### src/inc/sacs_pkg.sv
// constants, register map and types of the converter control sequencer
// Functional notes
// - control bits 2:0 select one of eight analog inputs for the converter.
// - start requests during a running conversion are ignored; conversion continues.
// - finished result stays unchanged while the completion flag is one.
// - entering idle or power-down aborts a running conversion.
// - entering idle keeps a completed result and its set completion flag.
// - result bit 1 reads in control bit 7, result bit 0 in bit 6.
// - bit 5 enables the external pin rising edge as a second start source.
// - completion flag bit 4 sets when result is ready; raises masked interrupt.
// - software may clear the completion flag by writing zero, never set it.
// - no conversion starts from any source while the completion flag is set.
// - writing one to bit 3, or an enabled external edge, starts a conversion.
// - software writes of zero to bit 3 are ignored; only hardware clears it.
// - completion set and busy cleared 50 cycles after start (24 short mode; the sequencer has no short mode).
// - result resolved msb first; trial bit kept if input above; four cycles each.
// - upper eight result bits are readable in a separate result-high register.
// - pin must be low one cycle then high one; conversion starts after two synchroniser cycles.
package sacs_pkg;
  localparam int unsigned RES_W  = 10;
  localparam int unsigned CHAN_W = 3;
  localparam int unsigned ADDR_W = 12;
  localparam int unsigned CNT_W  = 6;
  // register indices; byte address is four times the index
  localparam logic [9:0] IDX_CTRL   = 10'h0c5;
  localparam logic [9:0] IDX_RESHI  = 10'h0c6;
  localparam logic [9:0] IDX_ISTAT  = 10'h0c7;
  localparam logic [9:0] IDX_IMASK  = 10'h0c8;
  localparam logic [ADDR_W-1:0] ADDR_CTRL  = {IDX_CTRL, 2'b00};
  localparam logic [ADDR_W-1:0] ADDR_RESHI = {IDX_RESHI, 2'b00};
  localparam logic [ADDR_W-1:0] ADDR_ISTAT = {IDX_ISTAT, 2'b00};
  localparam logic [ADDR_W-1:0] ADDR_IMASK = {IDX_IMASK, 2'b00};
  // control register fields
  localparam int unsigned CTRL_RES1   = 7;
  localparam int unsigned CTRL_RES0   = 6;
  localparam int unsigned CTRL_EXTEN  = 5;
  localparam int unsigned CTRL_DONE   = 4;
  localparam int unsigned CTRL_BUSY   = 3;
  localparam int unsigned CTRL_CH_MSB = 2;
  localparam int unsigned ISTAT_DONE  = 0;
  // reset values
  localparam logic [CHAN_W-1:0] CHAN_RST  = 3'h0;
  localparam logic [RES_W-1:0]  RES_RST   = 10'h000;
  localparam logic [31:0]       DATA_ZERO = 32'h0000_0000;
  // sequencing in machine cycles: one pclk cycle is one machine cycle
  localparam int unsigned INIT_CYC   = 2;
  localparam int unsigned SAMPLE_CYC = 8;
  localparam int unsigned BIT_CYC    = 4;
  localparam int unsigned CONV_CYC   = 50;
  localparam int unsigned SHORT_CYC  = 24;
  typedef enum logic [1:0] {
    S_IDLE   = 2'b00,
    S_INIT   = 2'b01,
    S_SAMPLE = 2'b10,
    S_BIT    = 2'b11
  } sacs_state_e;
endpackage

### src/verilog/sacs_top.sv
// converter control sequencer with apb register access
`timescale 1ns/100ps
module sacs_top import sacs_pkg::*; #(
  parameter int unsigned INIT_N   = INIT_CYC,
  parameter int unsigned SAMPLE_N = SAMPLE_CYC,
  parameter int unsigned BIT_N    = BIT_CYC
) (
  // clock and reset
  input  wire logic              pclk,
  input  wire logic              presetn,
  // apb slave
  input  wire logic              psel,
  input  wire logic              penable,
  input  wire logic              pwrite,
  input  wire logic [ADDR_W-1:0] paddr,
  input  wire logic [31:0]       pwdata,
  output logic      [31:0]       prdata,
  output logic                   pready,
  output logic                   pslverr,
  // power modes
  input  wire logic              idle_mode,
  input  wire logic              power_down,
  // external start and analog side
  input  wire logic              ext_trigger_pin,
  input  wire logic              comp_above,
  output logic      [CHAN_W-1:0] chan_sel,
  output logic      [RES_W-1:0]  sar_code,
  // completion
  output logic                   conv_done_flag,
  output logic                   irq
);
  localparam logic [CNT_W-1:0] INIT_LAST   = CNT_W'(INIT_N - 1);
  localparam logic [CNT_W-1:0] SAMPLE_LAST = CNT_W'(SAMPLE_N - 1);
  localparam logic [CNT_W-1:0] BIT_LAST    = CNT_W'(BIT_N - 1);
  localparam logic [3:0]       IDX_TOP     = 4'(RES_W - 1);

  // sequencer state and result
  sacs_state_e       state_q;
  logic [CNT_W-1:0]  cnt_q;
  logic [3:0]        idx_q;
  logic [RES_W-1:0]  sar_q;
  logic [RES_W-1:0]  sar_kept;
  logic [RES_W-1:0]  res_q;

  // control fields and flags
  logic [CHAN_W-1:0] chan_q;
  logic              ext_en_q;
  logic              done_q;
  logic              busy_q;

  // interrupt status, mask and line
  logic              istat_q;
  logic              istat_d;
  logic              imask_q;
  logic              imask_d;
  logic              irq_q;

  // bus answer registers
  logic [31:0]       prdata_q;
  logic              pready_q;
  logic              pslverr_q;

  // pin synchronisers
  logic              trig_s1_q;
  logic              trig_s2_q;
  logic              trig_prev_q;
  logic              comp_s1_q;
  logic              comp_s2_q;

  // decode and strobes
  logic              setup;
  logic              access_en;
  logic              wr_ctrl;
  logic              wr_mask;
  logic              rd_istat;
  logic              hit;
  logic              abort;
  logic              sw_start;
  logic              ext_start;
  logic              start_ok;
  logic              fin;
  logic [31:0]       rd_mux;

  // bus phase decode
  assign setup     = psel & ~penable;
  assign access_en = psel & penable & pready_q;
  assign wr_ctrl   = access_en & pwrite & (paddr == ADDR_CTRL);
  assign wr_mask   = access_en & pwrite & (paddr == ADDR_IMASK);
  assign rd_istat  = access_en & ~pwrite & (paddr == ADDR_ISTAT);
  assign hit       = (paddr == ADDR_CTRL) | (paddr == ADDR_RESHI) |
                     (paddr == ADDR_ISTAT) | (paddr == ADDR_IMASK);

  // start sources and abort
  assign abort     = idle_mode | power_down;
  assign sw_start  = wr_ctrl & pwdata[CTRL_BUSY];
  assign ext_start = ext_en_q & trig_s2_q & ~trig_prev_q;
  assign start_ok  = (state_q == S_IDLE) & ~busy_q & ~done_q & ~abort &
                     (sw_start | ext_start);
  assign fin       = (state_q == S_BIT) & (cnt_q == BIT_LAST) &
                     (idx_q == 4'h0) & ~abort;

  // trial bit kept only when the input lies above the trial level
  always_comb begin
    sar_kept        = sar_q;
    sar_kept[idx_q] = comp_s2_q;
  end

  // pin synchronisers and edge history
  always_ff @(posedge pclk or negedge presetn) begin
    if (!presetn) begin
      trig_s1_q   <= 1'b0;
      trig_s2_q   <= 1'b0;
      trig_prev_q <= 1'b0;
      comp_s1_q   <= 1'b0;
      comp_s2_q   <= 1'b0;
    end else begin
      trig_s1_q   <= ext_trigger_pin;
      trig_s2_q   <= trig_s1_q;
      trig_prev_q <= trig_s2_q;
      comp_s1_q   <= comp_above;
      comp_s2_q   <= comp_s1_q;
    end
  end

  // conversion sequencer
  always_ff @(posedge pclk or negedge presetn) begin
    if (!presetn) begin
      state_q <= S_IDLE;
      cnt_q   <= '0;
      idx_q   <= '0;
      sar_q   <= RES_RST;
    end else if (abort) begin
      state_q <= S_IDLE;
      cnt_q   <= '0;
    end else begin
      unique case (state_q)
        S_IDLE: begin
          cnt_q <= '0;
          if (start_ok) begin
            state_q <= S_INIT;
          end
        end
        S_INIT: begin
          if (cnt_q == INIT_LAST) begin
            state_q <= S_SAMPLE;
            cnt_q   <= '0;
          end else begin
            cnt_q <= cnt_q + 1'b1;
          end
        end
        S_SAMPLE: begin
          if (cnt_q == SAMPLE_LAST) begin
            state_q <= S_BIT;
            cnt_q   <= '0;
            idx_q   <= IDX_TOP;
            sar_q   <= {1'b1, {(RES_W-1){1'b0}}};
          end else begin
            cnt_q <= cnt_q + 1'b1;
          end
        end
        S_BIT: begin
          if (cnt_q == BIT_LAST) begin
            cnt_q <= '0;
            if (idx_q == 4'h0) begin
              sar_q   <= sar_kept;
              state_q <= S_IDLE;
            end else begin
              sar_q            <= sar_kept;
              sar_q[idx_q - 1] <= 1'b1;
              idx_q            <= idx_q - 1'b1;
            end
          end else begin
            cnt_q <= cnt_q + 1'b1;
          end
        end
      endcase
    end
  end

  // start/status flag, cleared only by the sequencer
  always_ff @(posedge pclk or negedge presetn) begin
    if (!presetn) begin
      busy_q <= 1'b0;
    end else if (start_ok) begin
      busy_q <= 1'b1;
    end else if (fin | abort) begin
      busy_q <= 1'b0;
    end
  end

  // completion flag: hardware set wins over a software clear
  always_ff @(posedge pclk or negedge presetn) begin
    if (!presetn) begin
      done_q <= 1'b0;
    end else if (fin) begin
      done_q <= 1'b1;
    end else if (wr_ctrl & ~pwdata[CTRL_DONE]) begin
      done_q <= 1'b0;
    end
  end

  // result latch, loaded only at completion
  always_ff @(posedge pclk or negedge presetn) begin
    if (!presetn) begin
      res_q <= RES_RST;
    end else if (fin & ~done_q) begin
      res_q <= sar_kept;
    end
  end

  // software control fields
  always_ff @(posedge pclk or negedge presetn) begin
    if (!presetn) begin
      chan_q   <= CHAN_RST;
      ext_en_q <= 1'b0;
    end else begin
      if (wr_ctrl) begin
        chan_q   <= pwdata[CTRL_CH_MSB:0];
        ext_en_q <= pwdata[CTRL_EXTEN];
      end
    end
  end

  // sticky event status, cleared by reading it; a new event wins
  always_comb begin
    istat_d = istat_q;
    if (fin) begin
      istat_d = 1'b1;
    end else if (rd_istat & prdata_q[ISTAT_DONE]) begin
      istat_d = 1'b0;
    end
  end

  // mask next value, so the interrupt line follows status and mask with no lag
  always_comb begin
    imask_d = imask_q;
    if (wr_mask) begin
      imask_d = pwdata[ISTAT_DONE];
    end
  end

  always_ff @(posedge pclk or negedge presetn) begin
    if (!presetn) begin
      istat_q <= 1'b0;
      imask_q <= 1'b0;
      irq_q   <= 1'b0;
    end else begin
      istat_q <= istat_d;
      imask_q <= imask_d;
      irq_q   <= istat_d & imask_d;
    end
  end

  // read data selection
  always_comb begin
    rd_mux = DATA_ZERO;
    unique case (paddr)
      ADDR_CTRL: begin
        rd_mux[CTRL_RES1]     = res_q[1];
        rd_mux[CTRL_RES0]     = res_q[0];
        rd_mux[CTRL_EXTEN]    = ext_en_q;
        rd_mux[CTRL_DONE]     = done_q;
        rd_mux[CTRL_BUSY]     = busy_q;
        rd_mux[CTRL_CH_MSB:0] = chan_q;
      end
      ADDR_RESHI: begin
        rd_mux[RES_W-3:0] = res_q[RES_W-1:2];
      end
      ADDR_ISTAT: begin
        rd_mux[ISTAT_DONE] = istat_q;
      end
      ADDR_IMASK: begin
        rd_mux[ISTAT_DONE] = imask_q;
      end
      default: begin
        rd_mux = DATA_ZERO;
      end
    endcase
  end

  // apb answer: one wait-free access phase after every setup
  always_ff @(posedge pclk or negedge presetn) begin
    if (!presetn) begin
      prdata_q  <= DATA_ZERO;
      pready_q  <= 1'b0;
      pslverr_q <= 1'b0;
    end else begin
      pready_q  <= setup;
      pslverr_q <= setup & ~hit;
      if (setup & ~pwrite) begin
        prdata_q <= rd_mux;
      end
    end
  end

  assign prdata         = prdata_q;
  assign pready         = pready_q;
  assign pslverr        = pslverr_q;
  assign chan_sel       = chan_q;
  assign sar_code       = sar_q;
  assign conv_done_flag = done_q;
  assign irq            = irq_q;
endmodule

### config.mk
export PLATFORM = sky130hd
export DESIGN_NAME = sacs_top
export DESIGN_NICKNAME = d
export VERILOG_FILES = /design/src/inc/sacs_pkg.sv /design/src/verilog/sacs_top.sv
export SDC_FILE = /design/constraint.sdc
export NUM_CORES = 1
export LEC_CHECK = 0
export BUFFER_PORTS_ARGS = -buffer_cell sky130_fd_sc_hd__clkbuf_2
export CELL_PAD_IN_SITES_DETAIL_PLACEMENT = 0
export CELL_PAD_IN_SITES_GLOBAL_PLACEMENT = 1
export CORE_MARGIN = 3
export CORE_UTILIZATION = 41
export DETAILED_ROUTE_END_ITERATION = 10
export PLACE_DENSITY = 0.84
export SLEW_MARGIN = 20
export SYNTH_ARGS = -nofsm -noshare
export SYNTH_HDL_FRONTEND = slang
export SYNTH_SLANG_ARGS = --single-unit
### constraint.sdc
create_clock -name pclk -period 6.02 [get_ports pclk]
set_clock_uncertainty 0.1 [all_clocks]
set_input_delay 0 -clock pclk [delete_from_list [all_inputs] [get_ports pclk]]
set_output_delay 0 -clock pclk [all_outputs]
set_load 0.005 [all_outputs]
==> results of run 1 <==
-- sequential cells by signal, indices dropped and copies added (netlist names), 2 cells and up --
name / count
sar_code: 10
state_q: 2
cnt_q: 6
prdata: 8
res_q: 10
chan_sel: 3
idx_q: 4
-- per-layer routing --
layer / routed length, um / share of wire, % / track usage (%) / vias up
li1: - / - / - / 1179
met1: 3110 / 47 / 20.9 / 1135
met2: 3040 / 46 / 25.3 / 69
met3: 361 / 5.5 / 3.38 / 8
met4: 97 / 1.5 / 4.88 / 0
met5: 0 / 0 / 0 / -
-- metrics by stage --
| step | setup WS, ps | std cells | total power (uW) |
|---|---|---|---|
| after floorplan | 3820 | 339 | 428 |
| after global placement | 3170 | 457 | 445 |
| after detailed placement | 3150 | 457 | 446 |
| after CTS | 3140 | 479 | 672 |
| after global routing | 2940 | 479 | 695 |
| final | 3120 | 479 | 663 |
-- power by group --
group | total, uW | switching (uW) | internal [uW]
clock network | 218 | 133 | 85.2
logic | 53.8 | 29.5 | 24.3
registers | 391 | 5.62 | 386
total | 663 | 168 | 495
-- worst max-delay path by stage --
stage / endpoint / cells after the start / from / slack, ps
CTS: res_q[8] / 6 / idx_q[0] / 3140
global placement: res_q[4] / 6 / idx_q[0] / 3170
floorplan: res_q[4] / 7 / idx_q[0] / 3820
global route: res_q[7] / 6 / idx_q[1] / 2940
finish: res_q[8] / 6 / idx_q[0] / 3120
detailed placement: res_q[5] / 6 / idx_q[0] / 3150
-- kinds of logic after synthesis --
family	count (synthesis)	share of synthesized area, %
compound gates	69	13.7
xor+xnor	7	1.96
fa+ha+maj	14	5.60
buf+inv	46	8.53
flops	56	44.8
mux	21	7.33
other cells	1	0.120
simple gates	102	17.9
-- worst reg2reg max path, stage by stage (launching register included) --
cell and delay, ps:
sky130_fd_sc_hd__dfrtp_1 500, sky130_fd_sc_hd__inv_1 170, sky130_fd_sc_hd__ha_1 350, sky130_fd_sc_hd__nor3b_2 480, sky130_fd_sc_hd__nand4_1 270, sky130_fd_sc_hd__nor2_2 530
sky130_fd_sc_hd__mux2_2 400
-- cell usage in the layout, fill, tap and decap left out, types with 3 or more instances in the layout --
cell                            count
sky130_fd_sc_hd__mux2_2            15
sky130_fd_sc_hd__nand2_1           33
sky130_fd_sc_hd__dlygate4sd3_1     14
sky130_fd_sc_hd__a21oi_1           24
sky130_fd_sc_hd__nand3b_1           5
sky130_fd_sc_hd__inv_1             13
sky130_fd_sc_hd__a21boi_0           3
sky130_fd_sc_hd__nand3_1            8
sky130_fd_sc_hd__nand4_1            3
sky130_fd_sc_hd__mux2i_1            6
sky130_fd_sc_hd__o22ai_1            3
sky130_fd_sc_hd__ha_1              14
sky130_fd_sc_hd__clkbuf_2          51
sky130_fd_sc_hd__clkbuf_8           5
sky130_fd_sc_hd__xor2_1             5
sky130_fd_sc_hd__o21ai_0           18
sky130_fd_sc_hd__nor2_1            30
sky130_fd_sc_hd__conb_1            24
sky130_fd_sc_hd__dfrtp_1           56
sky130_fd_sc_hd__a22oi_1            7
sky130_fd_sc_hd__a31oi_1            4
sky130_fd_sc_hd__nor2b_1            3
-- area by class of cell --
| type | count | area (um^2) |
|---|---|---|
| multi-input cells | 237 | 1540 |
| flip-flops and latches | 56 | 1400 |
| clock buffers | 5 | 68.8 |
| fillers | 682 | 3720 |
| inverters | 13 | 48.8 |
| well taps | 99 | 124 |
| clock inverters | 3 | 25.0 |
| repair buffers | 66 | 403 |
==> insert_results.sql, run 1 <==
INSERT INTO impl_metrics (metric_group, metric, value, unit) VALUES
('grt', 'maximum_number_of_pins_on_one_net_before_global_route_repair', '57', ''),
('min_path', 'hp-class', 'in -> reg', ''),
('clock_network', 'cts_made_buffers', '5', ''),
('outcome', 'result_of_the_run', 'complete, no violations', ''),
('min_path', 'hold-path-cell-count', '4', ''),
('worst_setup_path', 'regToRegSetupSlack', '3120', 'ps'),
('timing', 'fin_setup_tns', '0', 'ps'),
('clock_network', 'tritoncts_clock_tree', 'yes', ''),
('synthesis', 'synth.top_cell.area_share', '44.8', '%'),
('pwr', 'p_per_area', '183', 'mW/mm^2'),
('cells_and_area', 'area_growth_syn_to_layout', '15.7', '%'),
('grt', 'grtUsageTotal', '15.6', '%'),
('synthesis', 'dominant_synthesized_flop_cell', 'sky130_fd_sc_hd__dfrtp_1', ''),
('drt', 'detailroute.via_count', '2391', ''),
('drt', 'drt_first_iter_violations', '145', ''),
('grt', 'antenna_violations_before_repair', '0', ''),
('run', 'max_cap_violations', '0', ''),
('timing', 'hold_violations', '0', ''),
('synthesis', 'ys_seq_area_share', '44.8', '%'),
('min_path', 'hold_path.startpoint', 'paddr[7]', ''),
('drt', 'drc', '0', ''),
('die', 'die-width', '93.3', 'um'),
('cells_and_area', 'drive_gt1_share', '22.9', '%'),
('timing', 'fin_crit_sh', '48.1', '%'),
('cells_and_area', 'finish.net_count', '446', ''),
('timing', 'max_freq', '345', 'MHz'),
('worst_setup_path', 'rr_endpoint', 'res_q[8]', ''),
('die', 'floorplan.rows', '31', ''),
('synthesis', 'yosysMostFrequentCell', 'sky130_fd_sc_hd__dfrtp_1', ''),
('pwr', 'ir_worst_vdd', '96.0', 'uV'),
('worst_setup_path', 'timing_worst_setup_path_type', 'reg -> reg', ''),
('clock_network', 'cts_htree_levels', '2', ''),
('timing', 'drv_slew', '0', ''),
('synthesis', 'synth.top_cells.by_area', 'sky130_fd_sc_hd__dfrtp_1, sky130_fd_sc_hd__buf_4, sky130_fd_sc_hd__ha_1', ''),
('worst_setup_path', 'setup.worst_path.start_class', 'flop', ''),
('worst_setup_path', 'worst_path_max_delay_cell', 'sky130_fd_sc_hd__nor2_2', ''),
('worst_setup_path', 'cp_delay_by_family_top', 'simple AND/OR/NAND/NOR gates', ''),
('timing', 'whs', '21.3', 'ps'),
('timing', 'max_slew_margin', '35.3', '%'),
('pwr', 'static-leakage-power', '0.00176', 'uW'),
('worst_setup_path', 'path_cells', 'inv_1 -> ha_1 -> nor3b_2 -> nand4_1 -> nor2_2 -> mux2_2', ''),
('drt', 'drt-total-wl', '6610', 'um'),
('clock_network', 'clk_root_buffer_cell', 'sky130_fd_sc_hd__clkbuf_8', ''),
('clock_network', 'cts.path.max_buffers', '2', ''),
('grt', 'grt_pass1_wl', '10900', 'um'),
('worst_setup_path', 'timing.critical_path.arrival', '3010', 'ps'),
('grt', 'grt_pass1_vias', '2288', ''),
('synthesis', 'mapped_avg_cell_area', '9.89', 'um^2'),
('place', 'numPortBuffers', '51', ''),
('worst_setup_path', 'path_buf_inv', '1', ''),
('synthesis', 'synth.yosys.warnings', '0', ''),
('worst_setup_path', 'r2r-start', 'idx_q[0]', ''),
('die', 'die_area', '0.00871', 'mm^2'),
('timing', 'finalWorstPathRequiredPeriod', '2900', 'ps'),
('grt', 'grt_remaining_overflow', '0', ''),
('clock_network', 'cts_setup_buffers', '0', ''),
('synthesis', 'syn_area', '0.00313', 'mm^2'),
('die', 'num_io_pins', '102', ''),
('synthesis', 'synthArstFlopShare', '100', '%'),
('cells_and_area', 'antenna_cells_inserted', '0', ''),
('clock_network', 'cts_hold_buf', '14', ''),
('place', 'gpl.final_weighted_congestion', '0.873', ''),
('synthesis', 'synth_enable_flop_cells', '0', ''),
('synthesis', 'synth_top_area_cell', 'sky130_fd_sc_hd__dfrtp_1', ''),
('timing', 'worst_slew_pin_slew', '967', 'ps'),
('timing', 'grt_setup_unrepaired', 'false', ''),
('clock_network', 'clkSinkCount', '56', ''),
('synthesis', 'synth_cell_types', '49', ''),
('die', 'die_outline_height', '93.3', 'um'),
('place', 'hpwlAfterDp', '4890', 'um'),
('drt', 'drt_pass1_iterations', '4', '');
No activity file was read; power rests on OpenSTA's default activity.
==> run 2: changes to the inputs <==
--- a/config.mk
+++ b/config.mk
@@ -5,13 +5,14 @@
 export SDC_FILE = /design/constraint.sdc
 export NUM_CORES = 1
 export LEC_CHECK = 0
+export ABC_AREA = 1
 export BUFFER_PORTS_ARGS = -buffer_cell sky130_fd_sc_hd__clkbuf_2
 export CELL_PAD_IN_SITES_DETAIL_PLACEMENT = 0
 export CELL_PAD_IN_SITES_GLOBAL_PLACEMENT = 1
 export CORE_MARGIN = 3
-export CORE_UTILIZATION = 41
+export CORE_UTILIZATION = 34
 export DETAILED_ROUTE_END_ITERATION = 10
-export PLACE_DENSITY = 0.84
+export PLACE_DENSITY = 0.76
 export SLEW_MARGIN = 20
 export SYNTH_ARGS = -nofsm -noshare
 export SYNTH_HDL_FRONTEND = slang
==> constraint.sdc (replaced) <==
create_clock -name pclk -period 2.6 [get_ports pclk]
set_clock_uncertainty 0.1 [all_clocks]
set_input_delay 0 -clock pclk [delete_from_list [all_inputs] [get_ports pclk]]
set_output_delay 0 -clock pclk [all_outputs]
set_load 0.005 [all_outputs]
==> insert_results.sql, run 2 <==
INSERT INTO impl_metrics (metric_group, metric, value, unit) VALUES
('outcome', 'result_of_the_run', 'complete, no violations', ''),
('worst_setup_path', 'path_common_cell', 'sky130_fd_sc_hd__nand2_1', ''),
('synthesis', 'synth_enable_flop_cells', '0', ''),
('die', 'floorplan.core_area', '0.00933', 'mm^2'),
('drt', 'routed_wire_length_per_instance', '11.5', 'um'),
('synthesis', 'synth_cell_types', '40', ''),
('worst_setup_path', 'critPathRequiredTime', '2750', 'ps'),
('min_path', 'hp-class', 'in -> reg', ''),
('timing', 'max_slew_margin', '59.9', '%'),
('clock_network', 'path_clk_slew', '100', 'ps'),
('worst_setup_path', 'path_buf_inv', '3', ''),
('timing', 'hold_violations', '0', ''),
('drt', 'drt_first_iter_violations', '118', ''),
('die', 'die-width', '104', 'um'),
('synthesis', 'mapped_avg_cell_area', '8.37', 'um^2'),
('cells_and_area', 'area_growth_syn_to_layout', '17.3', '%'),
('clock_network', 'cts_htree_levels', '2', ''),
('drt', 'detailroute.via_count', '2627', ''),
('clock_network', 'tritoncts_clock_tree', 'yes', ''),
('clock_network', 'cts_made_buffers', '5', ''),
('worst_setup_path', 'setup.worst_path.start_class', 'flop', ''),
('worst_setup_path', 'path_max_fanout', '8', ''),
('run', 'max_cap_violations', '0', ''),
('worst_setup_path', 'timing.critical_path.arrival', '2430', 'ps'),
('cells_and_area', 'antenna_cells_inserted', '0', ''),
('synthesis', 'dominant_synthesized_flop_cell', 'sky130_fd_sc_hd__dfrtp_1', ''),
('drt', 'vias_per_cell', '4.44', ''),
('cells_and_area', 'most-common-layout-cells', 'sky130_fd_sc_hd__nand2_1, sky130_fd_sc_hd__dfrtp_1, sky130_fd_sc_hd__clkbuf_2', ''),
('die', 'die_outline_height', '104', 'um'),
('clock_network', 'clkSinkCount', '56', ''),
('worst_setup_path', 'worst_path_max_delay_cell', 'sky130_fd_sc_hd__dlygate4sd3_1', ''),
('clock_network', 'skew_pair_late_insertion_delay', '300', 'ps'),
('drt', 'detail-route-antenna-nets', '0', ''),
('die', 'die_area', '0.0109', 'mm^2'),
('clock_network', 'cts.path.max_buffers', '2', ''),
('synthesis', 'synth.cells.most_frequent', 'sky130_fd_sc_hd__nand2_1, sky130_fd_sc_hd__dfrtp_1, sky130_fd_sc_hd__inv_1, sky130_fd_sc_hd__nand3_1, sky130_fd_sc_hd__buf_4', ''),
('synthesis', 'post_synthesis_sequential_element_count', '56', ''),
('clock_network', 'cts_setup_buffers', '0', ''),
('timing', 'fin_crit_sh', '87.8', '%'),
('die', 'num_io_pins', '102', ''),
('cells_and_area', 'drive_gt1_share', '21.8', '%'),
('grt', 'antenna_violations_before_repair', '0', ''),
('worst_setup_path', 'cp_delay_by_family_top', 'buffers and inverters', ''),
('synthesis', 'syn_area', '0.00328', 'mm^2'),
('grt', 'grtUsageTotal', '12.9', '%'),
('worst_setup_path', 'path_cells', 'inv_1 -> ha_1 -> nand2_4 -> nor2_8 -> inv_4 -> nor3_4 -> nand2_1 -> nand2_1 -> dlygate4sd3_1', ''),
('grt', 'maximum_number_of_pins_on_one_net_before_global_route_repair', '25', ''),
('synthesis', 'synth.top_cells.by_area', 'sky130_fd_sc_hd__dfrtp_1, sky130_fd_sc_hd__nand2_1, sky130_fd_sc_hd__nand3_1', ''),
('synthesis', 'synth.top_cell.area_share', '42.7', '%'),
('synthesis', 'synth.yosys.warnings', '0', ''),
('worst_setup_path', 'slowest_delay', '540', 'ps'),
('pwr', 'p_per_area', '594', 'mW/mm^2'),
('cells_and_area', 'finish.net_count', '531', ''),
('synthesis', 'yosysMostFrequentCell', 'sky130_fd_sc_hd__nand2_1', ''),
('worst_setup_path', 'critPathCaptureType', 'flop', ''),
('die', 'floorplan.rows', '35', ''),
('timing', 'drv_slew', '0', ''),
('grt', 'grt_pass1_wl', '11700', 'um'),
('pwr', 'static-leakage-power', '0.00201', 'uW'),
('timing', 'setup_viol_count_final', '0', ''),
('synthesis', 'synth_top_area_cell', 'sky130_fd_sc_hd__dfrtp_1', ''),
('place', 'numPortBuffers', '51', ''),
('drt', 'drc', '0', ''),
('grt', 'grt_remaining_overflow', '0', ''),
('synthesis', 'synthArstFlopShare', '100', '%'),
('grt', 'grt_pass1_vias', '2543', ''),
('timing', 'whs', '34.7', 'ps'),
('timing', 'finalWorstPathRequiredPeriod', '2280', 'ps'),
('timing', 'max_freq', '438', 'MHz'),
('drt', 'drt_pass1_iterations', '4', ''),
('timing', 'fin_setup_tns', '0', 'ps'),
('timing', 'grt_setup_unrepaired', 'false', ''),
('clock_network', 'clk_root_buffer_cell', 'sky130_fd_sc_hd__clkbuf_8', ''),
('clock_network', 'cts_hold_buf', '15', ''),
('die', 'floorplan.initialDensity', '35.2', '%'),
('worst_setup_path', 'timing_worst_setup_path_type', 'reg -> reg', ''),
('place', 'gpl.final_weighted_congestion', '0.879', ''),
('synthesis', 'netlist_instances', '392', ''),
('clock_network', 'cts_repair_resize_count', '0', ''),
('timing', 'worst_slew_pin_slew', '602', 'ps'),
('pwr', 'ir_worst_vdd', '308', 'uV'),
('place', 'hpwlAfterDp', '5430', 'um'),
('synthesis', 'ys_seq_area_share', '42.7', '%'),
('drt', 'drt-total-wl', '6830', 'um'),
('cells_and_area', 'most_frequent_standard_cell_in_the_layout_excluding_fill_and_tap_cells', 'sky130_fd_sc_hd__nand2_1', '');
[run 2: cell count changes in the layout (fill, tap and decap cells not counted), sizes merged, moves of 3 or more]
cell    previous run  this run
nand3b             5         1
mux2              15         3
nor2b              3         0
nor2              31        27
nand2             33       104
nand3              8        41
xor2               5         2
a31oi              4         7
a21boi             3         0
a21oi             24         7
o21ai             18        36
mux2i              6         0
a22oi              7         0
inv               15        47
[run 2: power breakdown]
group	leakage [uW]	switching [uW]	total (uW)	internal, uW
combinational	0.00121	479	723	245
clock	0.0000501	265	542	277
sequential	0.000743	77.6	1020	943
[run 2: cells by family (layout without fill, tap and decap cells)]
kind of cell,count (synthesis),in the layout,share of synthesized area (%)
AO/OA/AOI/OAI,54,54,10.5
adder cells (fa/ha/maj),14,14,5.34
buffers and inverters,75,123,12.0
AND/OR/NAND/NOR,186,186,27.5
other,1,24,0.114
XOR/XNOR,3,3,0.801
multiplexers,3,3,1.03
flip-flops,56,56,42.7
[run 2: worst paths after layout]
kind,from,endpoint,slack (ps),cells after the start
max,idx_q[0],conv_done_flag,320,9
min,power_down,cnt_q[1],30,4
max reg2reg,idx_q[0],conv_done_flag,320,9
min reg2reg,comp_s1_q,comp_s2_q,250,0
max in group asynchronous,presetn,sar_code[4],1590,3
min in group asynchronous,presetn,sar_code[8],130,2
[run 2: per-stage QoR]
step	area [um^2]	setup WS [ps]	utilization (%)	power, uW	std cells
after global routing	3850	189	41.2	2450	592
final	3850	317	41.2	2290	592
after global placement	3600	555	38.6	1740	571
after CTS	3850	311	41.2	2320	592
after detailed placement	3600	541	38.6	1740	571
after floorplan	3370	757	-	1560	415
[run 2: final cells by class]
cell class              count  area (um^2)
clock buffers               5         68.8
clock inverters             1         30.0
fillers                   972         5480
inverters                  48          186
multi-input cells         284         1570
flip-flops and latches     56         1400
well taps                 129          161
repair buffers             69          428
[run 2: layer usage]
layer	vias to the layer above	share of wire, %	GRT usage, %
met2	48	48	22.4
met1	1204	47	16.3
met3	6	3.8	2.55
met5	-	0	0
li1	1369	-	-
met4	0	1.1	3.89
[run 2: worst register-to-register path, stage by stage (launching register included)]
cell,delay [ps]
sky130_fd_sc_hd__dfrtp_1,430
sky130_fd_sc_hd__inv_1,210
sky130_fd_sc_hd__ha_1,320
sky130_fd_sc_hd__nand2_4,90
sky130_fd_sc_hd__nor2_8,130
sky130_fd_sc_hd__inv_4,80
sky130_fd_sc_hd__nor3_4,160
sky130_fd_sc_hd__nand2_1,110
sky130_fd_sc_hd__nand2_1,70
sky130_fd_sc_hd__dlygate4sd3_1,540
